`src/rtl/sfs_pkg.sv`:
```
// Package for the stepper fault supervisor: timing counts, codes, carriers.
// Assumes a 40 MHz core clock; all analog comparators arrive as raw levels.
package sfs_pkg;

  // ****************************************
  // Clock and timing
  // ****************************************
  localparam int CLK_MHZ = 40;
  localparam int BLANK_SLOW_NS = 500;
  localparam int BLANK_FAST0_NS = 5600;
  localparam int BLANK_FAST1_NS = 2000;
  localparam int BLANK_FAST2_NS = 1500;
  localparam int BLANK_FAST3_NS = 860;
  localparam int OC_FILTER_NS = 3000;
  localparam int RETRY_WAIT_US = 4000;
  localparam int OL_FILTER_US = 100000;

  // Approximate figures: truncated to whole cycles
  localparam int BLANK_SLOW_CYC = (BLANK_SLOW_NS * CLK_MHZ) / 1000;
  localparam int BLANK_FAST0_CYC = (BLANK_FAST0_NS * CLK_MHZ) / 1000;
  localparam int BLANK_FAST1_CYC = (BLANK_FAST1_NS * CLK_MHZ) / 1000;
  localparam int BLANK_FAST2_CYC = (BLANK_FAST2_NS * CLK_MHZ) / 1000;
  localparam int BLANK_FAST3_CYC = (BLANK_FAST3_NS * CLK_MHZ) / 1000;
  localparam int OC_FILTER_CYC = (OC_FILTER_NS * CLK_MHZ) / 1000;
  localparam int RETRY_WAIT_CYC = RETRY_WAIT_US * CLK_MHZ;
  localparam int OL_FILTER_CYC = OL_FILTER_US * CLK_MHZ;

  localparam int BLANK_W = 8;
  localparam int LONG_W = 23;

  // ****************************************
  // Codes and reset values
  // ****************************************
  localparam logic [1:0] EDGE_RATE_SLOWEST = 2'h0;
  localparam logic [1:0] EDGE_RATE_MID = 2'h1;
  localparam logic [1:0] EDGE_RATE_FAST = 2'h2;
  localparam logic [1:0] EDGE_RATE_FASTEST = 2'h3;
  localparam logic OC_RECOVERY_LATCHED = 1'h0;
  localparam logic OC_RECOVERY_RETRY = 1'h1;
  localparam logic [3:0] FET_BITS_RESET = 4'h0;

  typedef enum logic [1:0] {
    SFS_OC_RUN = 2'b00,
    SFS_OC_WAIT = 2'b01,
    SFS_OC_HOLD = 2'b11
  } sfs_oc_state_t;

  // ****************************************
  // Carriers
  // ****************************************
  typedef struct packed {
    logic error_summary;
    logic supply_low_flag;
    logic pump_low_flag;
    logic overcurrent_flag;
    logic open_load_flag;
    logic winding_one_open_flag;
    logic winding_two_open_flag;
    logic [3:0] lowside_overcurrent_bits;
    logic [3:0] highside_overcurrent_bits;
  } sfs_status_t;

  typedef struct packed {
    logic supply_below_fall;
    logic supply_above_rise;
    logic pump_low;
  } sfs_supply_t;

endpackage : sfs_pkg

```
`src/rtl/sfs_blank_timer.sv`:
```
// Blanking timer for one H-bridge current comparator.
// Assumes drive_start_i is a one-cycle pulse from the phase sequencer.
`timescale 1ns/1ps
`default_nettype none
module sfs_blank_timer
  import sfs_pkg::*;
(
  input wire logic clk_i,
  input wire logic rst_n_i,
  input wire logic drive_start_i,
  input wire logic after_fast_decay_i,
  input wire logic [1:0] edge_rate_i,
  input wire logic comparator_i,
  output logic blanking_o,
  output logic trip_o
);

  // ****************************************
  // Length selection
  // ****************************************
  function automatic logic [BLANK_W-1:0] blank_len(input logic fast,
                                                   input logic [1:0] rate);
    logic [BLANK_W-1:0] len;
    len = BLANK_W'(BLANK_SLOW_CYC);
    if (fast)
    begin
      unique case (rate)
        EDGE_RATE_SLOWEST: len = BLANK_W'(BLANK_FAST0_CYC);
        EDGE_RATE_MID: len = BLANK_W'(BLANK_FAST1_CYC);
        EDGE_RATE_FAST: len = BLANK_W'(BLANK_FAST2_CYC);
        EDGE_RATE_FASTEST: len = BLANK_W'(BLANK_FAST3_CYC);
      endcase
    end
    return len;
  endfunction : blank_len

  logic [BLANK_W-1:0] count;

  // ****************************************
  // Counter
  // ****************************************
  always_ff @(posedge clk_i or negedge rst_n_i)
  begin
    if (!rst_n_i)
      count <= '0;
    else if (drive_start_i)
      count <= blank_len(after_fast_decay_i, edge_rate_i);
    else if (count != '0)
      count <= count - 1'b1;
  end

  // Comparator masked while counting; also the shortest drive time
  assign blanking_o = (count != '0) || drive_start_i;
  assign trip_o = comparator_i && !blanking_o;

endmodule : sfs_blank_timer
`default_nettype wire

```
`src/rtl/sfs_persist_timer.sv`:
```
// Persistence filter: output rises once the input held for LIMIT cycles.
// Assumes a synchronised input on the same clock.
`timescale 1ns/1ps
`default_nettype none
module sfs_persist_timer
  import sfs_pkg::*;
#(
  parameter int LIMIT = 4
)
(
  input wire logic clk_i,
  input wire logic rst_n_i,
  input wire logic cond_i,
  output logic expired_o
);

  logic [LONG_W-1:0] count;

  always_ff @(posedge clk_i or negedge rst_n_i)
  begin
    if (!rst_n_i)
      count <= '0;
    else if (!cond_i)
      count <= '0;
    else if (count != LONG_W'(LIMIT))
      count <= count + 1'b1;
  end

  assign expired_o = cond_i && (count == LONG_W'(LIMIT));

endmodule : sfs_persist_timer
`default_nettype wire

```
`src/rtl/sfs_supervisor.sv`:
```
// Fault supervisor of a dual H-bridge stepper driver.
// Assumes analog comparators arrive asynchronous; rst_n_i is the supply reset.
// How it works
// Comparator ignored for blanking after drive start; also minimum drive time.
// Drive after slow decay blanks about 500 ns.
// Drive after fast decay blanks per edge rate: 5.6, 2, 1.5 us, 860 ns.
// Open-drain error output pulls low on fault, released otherwise.
// Supply below falling threshold: outputs off, pump stopped until rise.
// Supply low: summary and supply-low flags set, error output low.
// Supply recovery releases output, clears summary, keeps supply-low latched.
// Below reset level: logic reset, flags zero, error output released.
// Power-up: supply-low clear, summary set and output low until rise; code sets supply-low on any supply_below_fall sample after reset release.
// Pump low: outputs off, output low, summary and pump-low set.
// Pump recovered: resume, release; pump-low held until clear.
// Current limit past filter: bridge off, output low, flags latched.
// Per-FET record: short to supply sets low side, to ground high side.
// Latched recovery: bridge stays off until sleep or power cycle.
// Retry recovery: resume after retry wait once short is gone.
// Open load when current below both levels past filter, if enabled.
// Open load latches flags, pulls output low, names the winding.
// Open load clears only after removal plus clear, or sleep exit.
// Holding at a zero-current angle raises open load; full step never.
// Host clears only after reading; persisting faults set again.
`timescale 1ns/1ps
`default_nettype none
module sfs_supervisor
  import sfs_pkg::*;
#(
  parameter int OC_RETRY_CYC = RETRY_WAIT_CYC,
  parameter int OL_LIMIT_CYC = OL_FILTER_CYC
)
(
  input wire logic clk_i,
  input wire logic rst_n_i,
  input wire logic sleep_in_n_i,
  input wire logic clear_faults_cmd_i,
  input wire logic overcurrent_recovery_select_i,
  input wire logic open_load_check_enable_i,
  input wire logic [1:0] edge_rate_i,
  input wire logic [1:0] drive_start_i,
  input wire logic [1:0] after_fast_decay_i,
  input wire logic [1:0] current_comparator_i,
  input wire sfs_supply_t supply_i,
  input wire logic [3:0] lowside_limit_i,
  input wire logic [3:0] highside_limit_i,
  input wire logic [1:0] below_open_load_i,
  output logic [1:0] current_trip_o,
  output logic [1:0] blanking_o,
  output logic [1:0] bridge_enable_o,
  output logic pump_enable_o,
  output logic error_out_n_o,
  output logic error_out_n_oe_o,
  output sfs_status_t status_o
);

  // ****************************************
  // Input synchronisers
  // ****************************************
  localparam int SYNC_W = 16;
  logic [SYNC_W-1:0] sync_a;
  logic [SYNC_W-1:0] sync_b;
  logic [SYNC_W-1:0] raw_in;

  assign raw_in = {sleep_in_n_i, supply_i, lowside_limit_i,
                   highside_limit_i, below_open_load_i,
                   current_comparator_i};

  always_ff @(posedge clk_i or negedge rst_n_i)
  begin
    if (!rst_n_i)
    begin
      sync_a <= '0;
      sync_b <= '0;
    end
    else
    begin
      sync_a <= raw_in;
      sync_b <= sync_a;
    end
  end

  logic sleep_n;
  sfs_supply_t sup;
  logic [3:0] ls_lim;
  logic [3:0] hs_lim;
  logic [1:0] below_ol;
  logic [1:0] comp;
  assign sleep_n = sync_b[15];
  assign sup = sync_b[14:12];
  assign ls_lim = sync_b[11:8];
  assign hs_lim = sync_b[7:4];
  assign below_ol = sync_b[3:2];
  assign comp = sync_b[1:0];

  // The host clear command and the whole time asleep both act as a clear
  logic sleep_q;
  logic sleep_clear;
  always_ff @(posedge clk_i or negedge rst_n_i)
  begin
    if (!rst_n_i)
      sleep_q <= 1'b0;
    else
      sleep_q <= sleep_n;
  end
  assign sleep_clear = !sleep_n;
  logic clear_all;
  assign clear_all = clear_faults_cmd_i || sleep_clear;

  // ****************************************
  // Blanking per bridge
  // ****************************************
  for (genvar b = 0; b < 2; b++)
  begin : g_blank
    sfs_blank_timer u_blank (
      .clk_i(clk_i),
      .rst_n_i(rst_n_i),
      .drive_start_i(drive_start_i[b]),
      .after_fast_decay_i(after_fast_decay_i[b]),
      .edge_rate_i(edge_rate_i),
      .comparator_i(comp[b]),
      .blanking_o(blanking_o[b]),
      .trip_o(current_trip_o[b])
    );
  end

  // ****************************************
  // Supply tracking
  // ****************************************
  // Supply in lockout from reset release until rising threshold seen
  logic supply_lockout;
  always_ff @(posedge clk_i or negedge rst_n_i)
  begin
    if (!rst_n_i)
      supply_lockout <= 1'b1;
    else if (sup.supply_below_fall)
      supply_lockout <= 1'b1;
    else if (sup.supply_above_rise)
      supply_lockout <= 1'b0;
  end

  // Supply-low latches on any supply_below_fall sample, right after reset release too
  logic supply_low;
  always_ff @(posedge clk_i or negedge rst_n_i)
  begin
    if (!rst_n_i)
      supply_low <= 1'b0;
    else if (sup.supply_below_fall)
      supply_low <= 1'b1;
    else if (clear_all)
      supply_low <= 1'b0;
  end

  logic pump_low;
  always_ff @(posedge clk_i or negedge rst_n_i)
  begin
    if (!rst_n_i)
      pump_low <= 1'b0;
    else if (sup.pump_low)
      pump_low <= 1'b1;
    else if (clear_all)
      pump_low <= 1'b0;
  end

  // ****************************************
  // Overcurrent per bridge
  // ****************************************
  logic [3:0] ls_bits;
  logic [3:0] hs_bits;
  logic [7:0] fet_trip;
  for (genvar f = 0; f < 8; f++)
  begin : g_ocf
    sfs_persist_timer #(.LIMIT(OC_FILTER_CYC)) u_oc (
      .clk_i(clk_i),
      .rst_n_i(rst_n_i),
      .cond_i(f < 4 ? ls_lim[f % 4] : hs_lim[f % 4]),
      .expired_o(fet_trip[f])
    );
  end

  // Bits 1:0 are winding one outputs, 3:2 winding two
  always_ff @(posedge clk_i or negedge rst_n_i)
  begin
    if (!rst_n_i)
    begin
      ls_bits <= FET_BITS_RESET;
      hs_bits <= FET_BITS_RESET;
    end
    else
    begin
      ls_bits <= fet_trip[3:0] | (clear_all ? 4'h0 : ls_bits);
      hs_bits <= fet_trip[7:4] | (clear_all ? 4'h0 : hs_bits);
    end
  end

  logic oc_flag;
  always_ff @(posedge clk_i or negedge rst_n_i)
  begin
    if (!rst_n_i)
      oc_flag <= 1'b0;
    else if (|fet_trip)
      oc_flag <= 1'b1;
    else if (clear_all)
      oc_flag <= 1'b0;
  end

  sfs_oc_state_t oc_state [2];
  logic [LONG_W-1:0] retry_cnt [2];
  logic [1:0] oc_block;
  for (genvar b = 0; b < 2; b++)
  begin : g_ocsm
    logic hit;
    logic short_now;
    assign hit = fet_trip[2*b] || fet_trip[2*b+1] ||
                 fet_trip[4+2*b] || fet_trip[4+2*b+1];
    assign short_now = ls_lim[2*b] || ls_lim[2*b+1] ||
                       hs_lim[2*b] || hs_lim[2*b+1];
    always_ff @(posedge clk_i or negedge rst_n_i)
    begin
      if (!rst_n_i)
      begin
        oc_state[b] <= SFS_OC_RUN;
        retry_cnt[b] <= '0;
      end
      else if (sleep_clear)
      begin
        oc_state[b] <= SFS_OC_RUN;
        retry_cnt[b] <= '0;
      end
      else
      begin
        unique case (oc_state[b])
          SFS_OC_RUN:
            if (hit)
            begin
              retry_cnt[b] <= '0;
              oc_state[b] <= overcurrent_recovery_select_i ?
                             SFS_OC_WAIT : SFS_OC_HOLD;
            end
          SFS_OC_WAIT:
            if (retry_cnt[b] != LONG_W'(OC_RETRY_CYC))
              retry_cnt[b] <= retry_cnt[b] + 1'b1;
            else if (!short_now)
              oc_state[b] <= SFS_OC_RUN;
          SFS_OC_HOLD:
            oc_state[b] <= SFS_OC_HOLD;
          default:
            oc_state[b] <= SFS_OC_HOLD;
        endcase
      end
    end
    assign oc_block[b] = (oc_state[b] != SFS_OC_RUN);
  end

  // ****************************************
  // Open load
  // ****************************************
  logic [1:0] ol_hit;
  for (genvar w = 0; w < 2; w++)
  begin : g_ol
    // With the check enabled, any zero-current hold angle also trips this filter
    sfs_persist_timer #(.LIMIT(OL_LIMIT_CYC)) u_ol (
      .clk_i(clk_i),
      .rst_n_i(rst_n_i),
      .cond_i(open_load_check_enable_i && below_ol[w]),
      .expired_o(ol_hit[w])
    );
  end

  logic [1:0] ol_wind;
  always_ff @(posedge clk_i or negedge rst_n_i)
  begin
    if (!rst_n_i)
      ol_wind <= 2'h0;
    else
      ol_wind <= ol_hit | (clear_all ? 2'h0 : ol_wind);
  end

  // ****************************************
  // Summary, bridges, error pin
  // ****************************************
  logic fault_now;
  assign fault_now = supply_lockout || sup.pump_low ||
                     (|oc_block) || (|ol_wind);

  always_ff @(posedge clk_i or negedge rst_n_i)
  begin
    if (!rst_n_i)
    begin
      bridge_enable_o <= 2'h0;
      pump_enable_o <= 1'b0;
      error_out_n_oe_o <= 1'b0;
    end
    else
    begin
      for (int b = 0; b < 2; b++)
        bridge_enable_o[b] <= sleep_n && !supply_lockout && !sup.pump_low &&
                              !oc_block[b] && !(|ol_wind);
      pump_enable_o <= sleep_n && !supply_lockout;
      error_out_n_oe_o <= fault_now;
    end
  end

  assign error_out_n_o = 1'b0;

  always_ff @(posedge clk_i or negedge rst_n_i)
  begin
    if (!rst_n_i)
      status_o <= '0;
    else
    begin
      status_o.error_summary <= fault_now || (sleep_q && oc_flag);
      status_o.supply_low_flag <= supply_low;
      status_o.pump_low_flag <= pump_low;
      status_o.overcurrent_flag <= oc_flag;
      status_o.open_load_flag <= |ol_wind;
      status_o.winding_one_open_flag <= ol_wind[0];
      status_o.winding_two_open_flag <= ol_wind[1];
      status_o.lowside_overcurrent_bits <= ls_bits;
      status_o.highside_overcurrent_bits <= hs_bits;
    end
  end

endmodule : sfs_supervisor
`default_nettype wire

```
`config.mk`:
```
export PLATFORM = sky130hd
export DESIGN_NAME = sfs_supervisor
export DESIGN_NICKNAME = d
export VERILOG_FILES = /design/src/rtl/sfs_pkg.sv /design/src/rtl/sfs_blank_timer.sv /design/src/rtl/sfs_persist_timer.sv /design/src/rtl/sfs_supervisor.sv
export SDC_FILE = /design/constraint.sdc
export NUM_CORES = 1
export LEC_CHECK = 0
export ABC_AREA = 1
export BUFFER_PORTS_ARGS = -buffer_cell sky130_fd_sc_hd__buf_2
export CAP_MARGIN = 20
export CORE_UTILIZATION = 62
export DETAILED_ROUTE_END_ITERATION = 8
export PLACE_DENSITY = 0.9
export REMOVE_ABC_BUFFERS = 1
export SYNTH_ARGS = -nofsm -noshare
export SYNTH_HDL_FRONTEND = slang
export SYNTH_SLANG_ARGS = --single-unit
```
`constraint.sdc`:
```
create_clock -name clk_i -period 1.8 [get_ports clk_i]
set_input_delay 0 -clock clk_i [delete_from_list [all_inputs] [get_ports clk_i]]
set_output_delay 0 -clock clk_i [all_outputs]
set_load 0.03 [all_outputs]
```
==> impl_metrics.ini <==
[clock_tree]
cts_sinks = 362
insertion_delay_ps = 530
path_clk_slew_ps = 60
cts.path.max_buffers = 3
h-tree-depth = 2
numCtsBuffers = 40
tritoncts = yes
cts-root-buf = clkbuf_16

[setup_path]
cp-start-kind = flip-flop
cp.required_ps = 2210
cp_cell_sequence = inv_1 > ha_1 > inv_1 > nor2_1 > nand2_1 > nor2_1 > nand3_2 > nor2_4 > nor2_4 > nand3_4 > buf_12 > nand2_8 > nand2_2 > nand2_2
slowest_stage = dfrtp_1
cp.arrival_ps = 2440
crit_path_end_kind = flip-flop
crit_type = reg -> reg
cp_max_fo = 6
cpPeakStageDelay_ps = 450

[placed_design]
port_buffers = 49
postPlaceCellArea_um2 = 20800
place_hpwl_um = 33100
preCtsSetupSlack_ps = -90.3
gp_congestion = 0.981
post-place-cells = 3052

[timing]
maxSlewViolCount = 0
rsz0062_at_grt = true
setup-violations-final = 52
fin_crit_sh_pct = 113
tns_ps = -5110
max_freq_mhz = 492
relSlewSlack_pct = 60.1
fin_ws_ps = -231
max_slew.worst_pin.slew_ps = 599
finClkSkew_ps = 11.6
min_period_ps = 2030
hold_violations = 0
whs_ps = 19.3

[die]
floorplan.initialDensity_pct = 63.0
die_area_um2 = 31700
core_area_um2 = 30500
die_w_um = 178
num_rows = 64
die_h_um = 178
ioPinCount = 51

[layout]
finish.utilization_pct = 78.2
drive_gt1_share_pct = 18.6
layout_common_cells = 492 x nand2_1, 356 x dfrtp_1, 317 x nor2_1
antenna_cells = 0
fin_cells = 3208
syn_to_final_growth_pct = 24.2
final_area_um2 = 23900
final_common_cell = nand2_1
nFillCells = 1872
fin_nets = 2839

[synth]
synth_edf_count = 0
yosys_warnings = 0
syn_inst = 2519
synth_ff_type = dfrtp_1
synthTopCellsByArea = dfrtp_1 47%, nand2_1 11%, nor2_1 7.0%, inv_1 6.5%, nand3_1 4.7%
yosysTopAreaCell = dfrtp_1
yosys.area.top_type_share_pct = 47.0
async_reset_ff_share_pct = 100
ys_types = 53
netlist_area_um2 = 19200
syn_avg_cell_area_um2 = 7.62
synth_seq_cells = 362
yosysSeqAreaShare_pct = 47.2

[pwr]
p_leak_nw = 11.0
fin_total_pwr_mw = 20.5
vdd_drop_max_uv = 768
power.density_nw_per_um2 = 861

[drt]
drtAntennaViolNets = 0
wire_per_inst_um = 17.0
avgViaCountPerCell = 6.04
num_vias = 19400
drc_errors = 0
drtPass1Iterations = 6
wirelength_um = 54500
drt_iter0_drc = 2097

[global_routing]
grt_pass1_wl_um = 80500
antenna_found_initial = 0
grt_max_degree = 68
gr-usage-all-layers_pct = 30.9
overflow = 0
first_global_vias = 17700

[hold_path]
hold_class = in -> async

[run_status]
outcome = finished with violations
violations = setup timing

[run]
max_cap_viol_count = 0
## worst max-delay path: cells and delay by family (launching register included)
kind / cells / cell delay (ps)
buffers and inverters: 3 / 330
flip-flops: 1 / 450
AND/OR/NAND/NOR: 10 / 970
adder cells (fa/ha/maj): 1 / 150
## final timing paths
check	depth (start not counted)	end	start	slack [ps]
worst max-delay path	14	retry_cnt[13]	g_ocf[3].u_oc.count[1]	-230
worst min-delay path	2	sync_b[1]	rst_n_i	20
worst max register to register	14	retry_cnt[13]	g_ocf[3].u_oc.count[1]	-230
worst min register to register	0	sync_b[12]	sync_a[12]	340
max in group asynchronous	3	supply_lockout	rst_n_i	1040
min in group clk_i	4	g_blank[1].u_blank.count[2]	edge_rate_i[1]	20
## repair_timing
| item | in CTS | in global routing |
|---|---|---|
| cloned | 1 | 5 |
| endpoints found under the hold margin | 408 | 0 |
| setup buffers | 9 | 46 |
| endpoints found under the setup margin | 61 | 123 |
| pin swaps | 9 | 72 |
| hold buffers | 24 | 0 |
| gates resized for setup | 34 | 222 |
## state kept, by name, summed over array words and instances (netlist names)
register               cells
sleep_q                    1
supply_low                 1
bridge_enable_o            2
g_ol.u_ol.count           46
pump_enable_o              1
hs_bits                    4
oc_flag                    1
sync_b                    16
oc_state                   4
retry_cnt                 46
ol_wind                    2
error_out_n_oe_o           1
status_o                  15
ls_bits                    4
supply_lockout             1
sync_a                    16
g_ocf.u_oc.count         184
pump_low                   1
g_blank.u_blank.count     16
## synth_stat cells, types with 6 or more instances
library cell,n
xor2_1,28
clkbuf_1,16
nand4_1,86
nor2_1,360
nand2_1,553
xnor2_1,6
nor3b_1,8
buf_4,6
a31oi_1,9
a211oi_1,8
nor4_1,54
nor2_2,11
buf_2,9
dfrtp_1,361
inv_1,331
ha_1,31
nand3_1,179
nor3_1,89
o21ai_0,129
a21oi_1,153
a22oi_1,6
## layout make-up
| cell class | instances | area [µm²] | area share [%] |
|---|---|---|---|
| Sequential cell | 362 | 9070 | 38.0 |
| Clock inverter | 13 | 210 | 0.881 |
| Clock buffer | 60 | 1230 | 5.15 |
| Multi-Input combinational cell | 1789 | 9590 | 40.2 |
| Tap cell | 396 | 495 | 2.08 |
| Timing Repair Buffer | 250 | 2000 | 8.38 |
| Inverter | 338 | 1270 | 5.32 |
## power breakdown
part | switching (mW) | internal, mW | total [mW]
Combinational | 1.94 | 1.18 | 3.12
Clock | 3.35 | 5.45 | 8.80
Sequential | 0.222 | 8.40 | 8.63
Total | 5.51 | 15.0 | 20.5
## kinds of logic (layout without fill, tap and decap cells)
logic type      count (synthesis)  count (layout)  share of synthesized area (%)
buf+inv                       374             661                           7.65
xor+xnor                       34              34                           1.55
compound gates                341             341                           9.61
other cells                     1               1                         0.0195
simple gates                 1376            1382                           32.0
flops                         362             362                           47.2
fa+ha+maj                      31              31                           2.02
## layer usage
layer	wire (µm)	up-vias	track usage [%]	share of wire (%)
met4	2210	0	11.1	4.1
met5	0	-	0	0
met1	21200	9177	40.6	39
met3	4450	231	4.01	8.2
li1	-	8852	-	-
met2	26600	1105	52.4	49
Power figures use the tool's default switching activity.
